[config.mk]
export PLATFORM = sky130hd
export DESIGN_NAME = mdp_top
export DESIGN_NICKNAME = d
export VERILOG_FILES = /design/src/rtl/mdp_pkg.sv /design/src/rtl/mdp_port_if.sv /design/src/rtl/mdp_top.sv /design/src/rtl/mdp_port_req.sv
export VERILOG_INCLUDE_DIRS = /design/src /design/src/rtl
export SDC_FILE = /design/constraint.sdc
export NUM_CORES = 1
export LEC_CHECK = 0
export ABC_AREA = 1
export BUFFER_PORTS_ARGS = -buffer_cell sky130_fd_sc_hd__buf_2
export CELL_PAD_IN_SITES_DETAIL_PLACEMENT = 0
export CELL_PAD_IN_SITES_GLOBAL_PLACEMENT = 2
export CORE_AREA = 3 3 307 309
export CTS_BUF_LIST = sky130_fd_sc_hd__clkbuf_4 sky130_fd_sc_hd__clkbuf_8
export CTS_CLUSTER_SIZE = 12
export DETAILED_ROUTE_END_ITERATION = 10
export DIE_AREA = 0 0 310 312
export PLACE_DENSITY = 0.82
export SYNTH_ARGS = -nofsm -noshare
export SYNTH_HDL_FRONTEND = slang
export SYNTH_SLANG_ARGS = --single-unit
[constraint.sdc]
create_clock -name hclk -period 2.23 [get_ports hclk]
set_input_delay 0.223 -clock hclk [delete_from_list [all_inputs] [get_ports hclk]]
set_output_delay 0.223 -clock hclk [all_outputs]
set_load 0.05 [all_outputs]
[src/rtl/mdp_regs.svh]
// register map, field positions and reset values of the dma port block
`ifndef MDP_REGS_SVH
`define MDP_REGS_SVH

`define MDP_REG_CTRL 2'h0
`define MDP_REG_ADDR 2'h1
`define MDP_REG_TMO 2'h2
`define MDP_REG_LAST 2'h3
`define MDP_OFF_IRQ_STAT 8'h40
`define MDP_OFF_IRQ_MASK 8'h44
`define MDP_OFF_WDATA0 8'h48
`define MDP_OFF_WCTRL0 8'h4C
`define MDP_OFF_WDATA1 8'h50
`define MDP_OFF_WCTRL1 8'h54

`define MDP_CTRL_START 0
`define MDP_CTRL_RNW 1
`define MDP_CTRL_SIZE 3:2
`define MDP_WCTRL_BE 3:0
`define MDP_WCTRL_LANE 4
`define MDP_WCTRL_PEND 8
`define MDP_DONE_BIT 31
`define MDP_IRQ_W 12

`define MDP_BE_NONE 4'hF
`define MDP_PRESCALE_DFLT 8'h64
`define MDP_BASE_DFLT 4'h0
`define MDP_UPPER_DFLT 5'h00
`define MDP_LOW_ADDR_W 27
`define MDP_TMO_W 16

`endif

[src/rtl/mdp_pkg.sv]
// types shared by the dma port block
package mdp_pkg;
`include "mdp_regs.svh"

   typedef enum logic [1:0]
   {
      MDP_SZ_WORD = 2'b00,
      MDP_SZ_CL4 = 2'b01,
      MDP_SZ_CL8 = 2'b10,
      MDP_SZ_BURST32 = 2'b11
   } mdp_size_t;

   typedef enum logic [2:0]
   {
      E_IDLE = 3'b000,
      E_PEND = 3'b001,
      E_ACC = 3'b011,
      E_DATA = 3'b010,
      E_DONE = 3'b110
   } mdp_eng_st_t;

   typedef struct packed
   {
      logic req;
      logic [31:0] addr;
      logic rnw;
      mdp_size_t size;
   } mdp_port_state_t;

   typedef struct packed
   {
      mdp_eng_st_t [3:0] st;
      logic [3:0] rnw;
      mdp_size_t [3:0] size;
      logic [3:0][31:0] addr;
      logic [3:0][`MDP_TMO_W-1:0] tmo;
      logic [3:0][`MDP_TMO_W-1:0] tcnt;
      logic [3:0][31:0] last;
      logic [7:0] presc;
      logic [`MDP_IRQ_W-1:0] stat;
      logic [`MDP_IRQ_W-1:0] mask;
      logic irq;
      logic [1:0][31:0] wdat;
      logic [1:0][3:0] be_rise;
      logic [1:0][3:0] be_fall;
      logic [1:0] wlane;
      logic [1:0] wpend;
      logic [1:0] push_rise;
      logic [1:0] push_fall;
      logic [1:0] launch;
      logic [1:0] owner;
      logic [1:0][31:0] laddr;
      logic [1:0] lrnw;
      mdp_size_t [1:0] lsize;
      logic ap_valid;
      logic ap_write;
      logic ap_hit;
      logic [7:0] ap_addr;
      logic hready;
      logic [31:0] hrdata;
   } mdp_top_state_t;
endpackage

[src/rtl/mdp_port_if.sv]
// launch path from the engine arbiter to one memory port request stage
`timescale 1ns/1ps
`default_nettype none
interface mdp_port_if;
   import mdp_pkg::*;
   logic launch;
   logic [31:0] addr;
   logic rnw;
   mdp_size_t size;
   logic busy;
   modport ctl(output launch, output addr, output rnw, output size,
      input busy);
   modport req(input launch, input addr, input rnw, input size,
      output busy);
endinterface
`default_nettype wire

[src/rtl/mdp_top.sv]
// four-engine dma port front end with ahb-lite register slave
//
// Implementation choices: the register offsets and register access over AHB-Lite.
`timescale 1ns/1ps
`default_nettype none
module mdp_top
   import mdp_pkg::*;
#(
   parameter logic [3:0] regbus_base_upper_bits = `MDP_BASE_DFLT,
   parameter logic [4:0] port0_addr_upper_bits = `MDP_UPPER_DFLT,
   parameter logic [4:0] port1_addr_upper_bits = `MDP_UPPER_DFLT,
   parameter bit tx_a_done_bit_check = 1'b1,
   parameter bit rx_a_done_bit_check = 1'b1,
   parameter bit tx_b_done_bit_check = 1'b1,
   parameter bit rx_b_done_bit_check = 1'b1,
   parameter bit tx_a_timeout_counter_present = 1'b1,
   parameter bit rx_a_timeout_counter_present = 1'b1,
   parameter bit tx_b_timeout_counter_present = 1'b1,
   parameter bit rx_b_timeout_counter_present = 1'b1,
   parameter logic [7:0] timeout_prescale = `MDP_PRESCALE_DFLT
)
(
   // clock and reset
   input wire logic hclk,
   input wire logic hresetn,
   // ahb-lite slave
   input wire logic hsel,
   input wire logic [31:0] haddr,
   input wire logic [1:0] htrans,
   input wire logic hwrite,
   input wire logic [2:0] hsize,
   input wire logic [31:0] hwdata,
   input wire logic hready,
   output var logic hreadyout,
   output var logic hresp,
   output var logic [31:0] hrdata,
   // interrupt
   output var logic dma_irq,
   // memory port address phase, index is the port
   output logic [1:0] port_addr_request,
   output logic [1:0][31:0] port_address,
   output logic [1:0] port_read_not_write,
   output logic [1:0][1:0] port_xfer_size,
   input wire logic [1:0] port_addr_accept,
   // memory port read data
   input wire logic [1:0] port_rd_ready,
   input wire logic [1:0][31:0] port_rd_data,
   // memory port write lanes
   output var logic [1:0][31:0] port_wr_data,
   output var logic [1:0] port_wr_push_rise,
   output var logic [1:0] port_wr_push_fall,
   output var logic [1:0][3:0] port_wr_byte_en_rise,
   output var logic [1:0][3:0] port_wr_byte_en_fall,
   input wire logic [1:0] port_wr_buf_full_rise,
   input wire logic [1:0] port_wr_buf_full_fall
);
   // engine order: tx_a, rx_a on port 0; tx_b, rx_b on port 1
   localparam logic [3:0] CHECK_EN = {rx_b_done_bit_check,
      tx_b_done_bit_check, rx_a_done_bit_check, tx_a_done_bit_check};
   localparam logic [3:0] TMO_EN = {rx_b_timeout_counter_present,
      tx_b_timeout_counter_present, rx_a_timeout_counter_present,
      tx_a_timeout_counter_present};
   localparam logic [1:0][4:0] PORT_UPPER = {port1_addr_upper_bits,
      port0_addr_upper_bits};

   mdp_top_state_t q;
   mdp_top_state_t n;
   logic [1:0] busy;

   ////////////////////////////////////////////////////////////////////
   // register read view

   function automatic logic [31:0] rd_word(input mdp_top_state_t s,
      input logic [7:0] a);
      logic [1:0] e;
      logic [31:0] r;
      e = a[5:4];
      r = '0;
      if (a[7:6] == 2'b00)
      begin
         unique case (a[3:2])
            `MDP_REG_CTRL:
            begin
               r[`MDP_CTRL_START] = (s.st[e] != E_IDLE);
               r[`MDP_CTRL_RNW] = s.rnw[e];
               r[`MDP_CTRL_SIZE] = s.size[e];
            end
            `MDP_REG_ADDR:
            begin
               r = s.addr[e];
            end
            `MDP_REG_TMO:
            begin
               r[`MDP_TMO_W-1:0] = s.tmo[e];
            end
            `MDP_REG_LAST:
            begin
               r = s.last[e];
            end
         endcase
      end
      else
      begin
         case (a)
            `MDP_OFF_IRQ_STAT:
            begin
               r[`MDP_IRQ_W-1:0] = s.stat;
            end
            `MDP_OFF_IRQ_MASK:
            begin
               r[`MDP_IRQ_W-1:0] = s.mask;
            end
            `MDP_OFF_WDATA0:
            begin
               r = s.wdat[0];
            end
            `MDP_OFF_WDATA1:
            begin
               r = s.wdat[1];
            end
            `MDP_OFF_WCTRL0:
            begin
               r[`MDP_WCTRL_BE] = s.wlane[0] ? s.be_fall[0] : s.be_rise[0];
               r[`MDP_WCTRL_LANE] = s.wlane[0];
               r[`MDP_WCTRL_PEND] = s.wpend[0];
            end
            `MDP_OFF_WCTRL1:
            begin
               r[`MDP_WCTRL_BE] = s.wlane[1] ? s.be_fall[1] : s.be_rise[1];
               r[`MDP_WCTRL_LANE] = s.wlane[1];
               r[`MDP_WCTRL_PEND] = s.wpend[1];
            end
            default:
            begin
               r = '0;
            end
         endcase
      end
      return r;
   endfunction

   ////////////////////////////////////////////////////////////////////
   // next state

   always_comb
   begin
      logic [`MDP_IRQ_W-1:0] ev;
      logic [`MDP_IRQ_W-1:0] clr;
      logic tick;
      logic [1:0] eb;
      logic [1:0] pw;
      logic found;
      logic sel;
      logic port_free;
      ev = '0;
      clr = '0;
      tick = 1'b0;
      eb = '0;
      pw = '0;
      found = 1'b0;
      sel = 1'b0;
      port_free = 1'b0;
      n = q;
      n.launch = '0;
      n.push_rise = '0;
      n.push_fall = '0;

      // shared prescaler, a setting of zero ticks every cycle
      tick = (timeout_prescale == 8'h00) ||
         (q.presc == timeout_prescale - 8'h01);
      n.presc = tick ? 8'h00 : q.presc + 8'h01;

      for (int e = 0; e < 4; e++)
      begin
         unique case (q.st[e])
            E_IDLE, E_PEND:
            begin
            end
            E_ACC:
            begin
               if (port_addr_accept[e / 2] && q.owner[e / 2] == e[0])
               begin
                  n.st[e] = q.rnw[e] ? E_DATA : E_DONE;
               end
            end
            E_DATA:
            begin
               if (port_rd_ready[e / 2] && q.owner[e / 2] == e[0])
               begin
                  n.last[e] = port_rd_data[e / 2];
                  if (CHECK_EN[e] && port_rd_data[e / 2][`MDP_DONE_BIT])
                  begin
                     ev[4 + e] = 1'b1;
                     n.st[e] = E_IDLE;
                  end
                  else
                  begin
                     n.st[e] = E_DONE;
                  end
               end
            end
            E_DONE:
            begin
               ev[e] = 1'b1;
               n.st[e] = E_IDLE;
            end
         endcase

         // counter logic folds away when the engine has none
         if (TMO_EN[e] && q.tmo[e] != '0)
         begin
            if (tick)
            begin
               if (q.tcnt[e] + 1'b1 == q.tmo[e])
               begin
                  ev[8 + e] = 1'b1;
                  n.tcnt[e] = '0;
               end
               else
               begin
                  n.tcnt[e] = q.tcnt[e] + 1'b1;
               end
            end
         end
         else
         begin
            n.tcnt[e] = '0;
         end
      end

      // port arbiter: tx beats rx; one engine owns a port until it ends
      for (int p = 0; p < 2; p++)
      begin
         port_free = !q.launch[p] && !busy[p];
         for (int k = 0; k < 2; k++)
         begin
            if (q.st[2 * p + k] == E_ACC || q.st[2 * p + k] == E_DATA)
            begin
               port_free = 1'b0;
            end
         end
         found = 1'b0;
         sel = 1'b0;
         if (q.st[2 * p] == E_PEND)
         begin
            found = 1'b1;
         end
         else if (q.st[2 * p + 1] == E_PEND)
         begin
            found = 1'b1;
            sel = 1'b1;
         end
         if (port_free && found)
         begin
            eb = 2'(2 * p + int'(sel));
            n.launch[p] = 1'b1;
            n.owner[p] = sel;
            n.laddr[p] = {PORT_UPPER[p],
               q.addr[eb][`MDP_LOW_ADDR_W-1:0]};
            n.lrnw[p] = q.rnw[eb];
            n.lsize[p] = q.size[eb];
            n.st[eb] = E_ACC;
         end

         // push waits out a full lane rather than dropping the word
         if (q.wpend[p])
         begin
            if (!q.wlane[p] && !port_wr_buf_full_rise[p])
            begin
               n.push_rise[p] = 1'b1;
               n.wpend[p] = 1'b0;
            end
            else if (q.wlane[p] && !port_wr_buf_full_fall[p])
            begin
               n.push_fall[p] = 1'b1;
               n.wpend[p] = 1'b0;
            end
         end
      end

      // bus: address phase, then one wait cycle, then the answer
      if (q.ap_valid)
      begin
         n.ap_valid = 1'b0;
         n.hready = 1'b1;
         if (!q.ap_write)
         begin
            n.hrdata = q.ap_hit ? rd_word(q, q.ap_addr) : '0;
         end
         else if (q.ap_hit && q.ap_addr[7:6] == 2'b00)
         begin
            eb = q.ap_addr[5:4];
            unique case (q.ap_addr[3:2])
               `MDP_REG_CTRL:
               begin
                  if (hwdata[`MDP_CTRL_START] && q.st[eb] == E_IDLE)
                  begin
                     n.rnw[eb] = hwdata[`MDP_CTRL_RNW];
                     n.size[eb] = mdp_size_t'(hwdata[`MDP_CTRL_SIZE]);
                     n.st[eb] = E_PEND;
                  end
               end
               `MDP_REG_ADDR:
               begin
                  n.addr[eb] = hwdata;
               end
               `MDP_REG_TMO:
               begin
                  n.tmo[eb] = hwdata[`MDP_TMO_W-1:0];
                  n.tcnt[eb] = '0;
               end
               `MDP_REG_LAST:
               begin
               end
            endcase
         end
         else if (q.ap_hit)
         begin
            pw[0] = (q.ap_addr == `MDP_OFF_WCTRL0);
            pw[1] = (q.ap_addr == `MDP_OFF_WCTRL1);
            case (q.ap_addr)
               `MDP_OFF_IRQ_STAT:
               begin
                  clr = hwdata[`MDP_IRQ_W-1:0];
               end
               `MDP_OFF_IRQ_MASK:
               begin
                  n.mask = hwdata[`MDP_IRQ_W-1:0];
               end
               `MDP_OFF_WDATA0:
               begin
                  n.wdat[0] = hwdata;
               end
               `MDP_OFF_WDATA1:
               begin
                  n.wdat[1] = hwdata;
               end
               default:
               begin
               end
            endcase
            for (int p = 0; p < 2; p++)
            begin
               if (pw[p])
               begin
                  // the idle lane keeps every byte disabled
                  n.wlane[p] = hwdata[`MDP_WCTRL_LANE];
                  n.be_rise[p] = hwdata[`MDP_WCTRL_LANE] ?
                     `MDP_BE_NONE : hwdata[`MDP_WCTRL_BE];
                  n.be_fall[p] = hwdata[`MDP_WCTRL_LANE] ?
                     hwdata[`MDP_WCTRL_BE] : `MDP_BE_NONE;
                  n.wpend[p] = 1'b1;
               end
            end
         end
      end
      else if (hsel && htrans[1] && hready && q.hready)
      begin
         n.ap_valid = 1'b1;
         n.ap_write = hwrite;
         n.ap_addr = haddr[7:0];
         n.ap_hit = (haddr[31:28] == regbus_base_upper_bits);
         n.hready = 1'b0;
      end

      // a fresh event outweighs a clear in the same cycle
      n.stat = (q.stat & ~clr) | ev;
      n.irq = |(n.stat & n.mask);
   end

   always_ff @(posedge hclk or negedge hresetn)
   begin
      if (!hresetn)
      begin
         q <= '0;
         q.hready <= 1'b1;
         q.be_rise <= {2{`MDP_BE_NONE}};
         q.be_fall <= {2{`MDP_BE_NONE}};
      end
      else
      begin
         q <= n;
      end
   end

   ////////////////////////////////////////////////////////////////////
   // port request stages

   mdp_port_if pif [1:0] ();

   for (genvar p = 0; p < 2; p++)
   begin : g_port
      assign pif[p].launch = q.launch[p];
      assign pif[p].addr = q.laddr[p];
      assign pif[p].rnw = q.lrnw[p];
      assign pif[p].size = q.lsize[p];
      assign busy[p] = pif[p].busy;

      mdp_port_req u_req
      (
         .hclk(hclk),
         .hresetn(hresetn),
         .pif(pif[p]),
         .port_addr_request(port_addr_request[p]),
         .port_address(port_address[p]),
         .port_read_not_write(port_read_not_write[p]),
         .port_xfer_size(port_xfer_size[p]),
         .port_addr_accept(port_addr_accept[p])
      );
   end

   ////////////////////////////////////////////////////////////////////
   // outputs

   assign hreadyout = q.hready;
   assign hresp = 1'b0;
   assign hrdata = q.hrdata;
   assign dma_irq = q.irq;
   assign port_wr_data = q.wdat;
   assign port_wr_push_rise = q.push_rise;
   assign port_wr_push_fall = q.push_fall;
   assign port_wr_byte_en_rise = q.be_rise;
   assign port_wr_byte_en_fall = q.be_fall;
endmodule
`default_nettype wire

[src/rtl/mdp_port_req.sv]
// address request stage of one memory port
`timescale 1ns/1ps
`default_nettype none
module mdp_port_req
   import mdp_pkg::*;
(
   // clock and reset
   input wire logic hclk,
   input wire logic hresetn,
   // launch from the arbiter
   mdp_port_if.req pif,
   // memory port address phase
   output var logic port_addr_request,
   output var logic [31:0] port_address,
   output var logic port_read_not_write,
   output var logic [1:0] port_xfer_size,
   input wire logic port_addr_accept
);
   mdp_port_state_t q;
   mdp_port_state_t n;

   always_comb
   begin
      n = q;
      if (q.req)
      begin
         // qualifiers stay frozen until the single accept pulse
         if (port_addr_accept)
         begin
            n.req = 1'b0;
         end
      end
      else if (pif.launch)
      begin
         n.req = 1'b1;
         n.addr = pif.addr;
         n.rnw = pif.rnw;
         n.size = pif.size;
      end
   end

   always_ff @(posedge hclk or negedge hresetn)
   begin
      if (!hresetn)
      begin
         q <= '0;
      end
      else
      begin
         q <= n;
      end
   end

   assign port_addr_request = q.req;
   assign port_address = q.addr;
   assign port_read_not_write = q.rnw;
   assign port_xfer_size = q.size;
   assign pif.busy = q.req;
endmodule
`default_nettype wire

==> reports/results.txt <==
post-synth top area cell: dfrtp_1
power density cells: 797.0 mW/mm^2
Syn. warnings: 0
vias in the first global route: 29730
worst path bufs/invs: 3
Main synth FF type: dfrtp_1
Total Wirelength: 125600 um
Critical Path Most Common Cell: nand2_1
initial cell density of the core: 36.99%
First DRT Iteration DRCs: 2459
NumNets Final: 4745
num rows: 111
width of the die: 310 um
fin crit period: 2200 ps
count leader, synth: nand2_1
CTS tree: built
die area: 0.09672 sq mm
synthesized cell area: 0.03391 sq mm
DR vias: 29980
commonest cells in the netlist: nand2_1 (1136), dfrtp_1 (682), o21ai_0 (505), inv_1 (412), nor2_1 (182)
largest net degree at the start of global routing: 84
cell depth of the worst hold path: 3
Max FO, Critical Path: 4
Worst Hold Launch: hwdata[2]
Worst Path Class, Setup: flop to flop
critical path capture point type: flop
status: finished clean
VDD IR max: 485.6 uV
grt met2 use: 40.88%
slowest CP cell: dfrtp_1
static leakage: 22.02 nW
DR vias/cell: 5.098
setup TNS: 0 ps
reg2reg setup slack: 30 ps
Core Area: 0.09166 sq mm
io pins: 337
RSZ-0062 raised after global routing: true
drt drc: 0
top post-synthesis cells by area: dfrtp_1 (50%), nand2_1 (13%), o21ai_0 (7.5%)
# fillers: 9123
clock sinks: 699
worst r2r path cells: 17
part of the cycle the worst path needs: 98.65%
DRT Pass-1 Iters: 6
GP Congestion: 0.8888
Hold EP: port_wr_data[2]
worst path required time: 2930 ps
Core Util, Final: 46.35%
Slew Limit Fails: 0
Worst Skew: 63.01 ps
Reg-to-Reg End: dma_irq
Die Y: 312 um
met3 usage: 4.635%
latest clock arrival within the worst-skew pair: 800 ps
Multi-input gate area: 0.01368 sq mm
first-pass GRT wire length: 186500 um
area share of the largest cell type after synthesis: 50.33%
# setup viols final: 0
initial antenna violation count: 4
area grow syn2layout: 25.30%
critical path cell sequence: buf_4, nand2_1, nor2_4, buf_4, nand3_1, nand2_1, nor2_1, nor2_1, nand2_1, nor2_1, nand4_1, buf_4, nand2_4, nand2_2, nand2_2, nor2_2, nand2_1
worst reg2reg path startpoint: q[400]
Hold WC Path Type: primary input to flop
Port Buffers: 301
hpwl dp: 90120 um
Num CTS Buffers: 121
Seq/Total Area, Yosys: 51.65%
Peak Freq: 0.4546 GHz
share of cells above drive strength 1: 23.08%
Sequential Area: 0.01753 sq mm
Arr. time, crit path: 2900 ps
Slew @ Worst Pin: 773.9 ps
Syn Inst Count: 4084
Slew HR: 48.35%
gr usage total: 25.61%
per-cell routed wire length: 21.36 um
CP top delay family: simple AND/OR/NAND/NOR gates
Max-cap violations: 0
met1 usage: 34.05%
GR peak layer: met2
Synth cell types: 58
residual overflow from global routing: 0
largest buffer count on any clock path: 3
critical path's largest stage delay: 390 ps
synthesis-stage register bit count: 699
number of synthesized flops with an enable pin: 0
Hold Vio Cnt, Final: 0
startpoint types: flop
CTS clock-pin slew for the worst setup and hold paths: 60 ps
root buffer cell: clkbuf_8
antenna-violating nets left: 0
fraction of registers with async set/reset: 100.0%
CTS H-tree lvls: 3
Avg Cell Area, Syn: 8.302 sq um
==> cell type report <==
cell class | instances | area share (%)
multi-input cells | 2638 | 32.20
flip-flops and latches | 699 | 41.26
diodes | 3 | 0.01767
well taps | 1186 | 3.493
clock buffers | 197 | 5.793
inverters | 432 | 3.823
clock inverters | 25 | 0.5566
repair buffers | 702 | 12.86
==> report_power, final <==
| part | total [W] | internal [W] | switching, W |
|---|---|---|---|
| registers | 0.0140 | 0.0134 | 0.000593 |
| clock network | 0.0129 | 0.00723 | 0.00568 |
| logic | 0.00692 | 0.00229 | 0.00463 |
| total | 0.0339 | 0.0230 | 0.0109 |
==> timing repair <==
item,4_1_cts,5_1_grt
buffers inserted,0,20
endpoints found under the hold margin,1017,0
pin swaps,1,59
cloned,0,2
setup endpoints to repair,16,75
gates resized for setup,19,163
hold buffers,113,0
==> worst min-delay path, cell delays in order <==
cell     delay (ps)
buf_2            70
inv_1           250
o21ai_0         260
==> how the worst max path moves through the flow <==
stage                 from  endpoint  slack [ps]  depth (start not counted)
floorplan           q[367]    q[371]         260                         13
global placement     q[37]   dma_irq        -150                         14
detailed placement   q[37]   dma_irq        -150                         14
CTS                  q[37]   dma_irq         -10                         14
global route        q[399]   dma_irq        -190                         18
finish              q[400]   dma_irq          30                         17
==> metrics by stage <==
step / worst slack (ps) / hold slack (ps) / std cells / area, sq um / power [W]
2_1_floorplan: 256.8 / -72.59 / 4094 / 33940 / 0.01752
3_3_place_gp: -152.9 / 167.9 / 5522 / 37810 / 0.02085
3_5_place_dp: -151.8 / 166.6 / 5522 / 37810 / 0.02090
4_1_cts: -9.727 / 32.42 / 5857 / 41710 / 0.03407
5_1_grt: -194.9 / 95.09 / 5880 / 42480 / 0.03520
6_report: 30.04 / 95.20 / 5882 / 42480 / 0.03386
==> kinds of logic after synthesis <==
family	after synthesis	synth area share, %
AO/OA/AOI/OAI	935	16.20
XOR/XNOR	18	0.6310
adder cells (fa/ha/maj)	5	0.1845
buffers and inverters	758	10.03
flip-flops	699	51.65
multiplexers	42	1.395
other	1	0.01106
AND/OR/NAND/NOR	1626	19.90
==> routing by layer <==
metal	wire length [um]	share of wire (%)	up-vias
li1	-	-	14410
met1	53790	43	14490
met2	58830	47	865
met3	7269	5.8	221
met4	5748	4.6	0
met5	0	0	-
==> placed cells by master (no fill, tap or decap), types with 112 or more instances in the layout <==
| cell | netlist | layout |
|---|---|---|
| nand2_1 | 1136 | 1104 |
| dfrtp_1 | 682 | 669 |
| o21ai_0 | 505 | 488 |
| inv_1 | 412 | 407 |
| buf_2 | 15 | 300 |
| buf_4 | 133 | 231 |
| nor2_1 | 182 | 161 |
| clkbuf_8 | 0 | 157 |
| nand3_1 | 155 | 123 |
| a21oi_1 | 123 | 114 |
| dlygate4sd3_1 | 0 | 112 |
No activity file was read; power rests on OpenSTA's default activity.
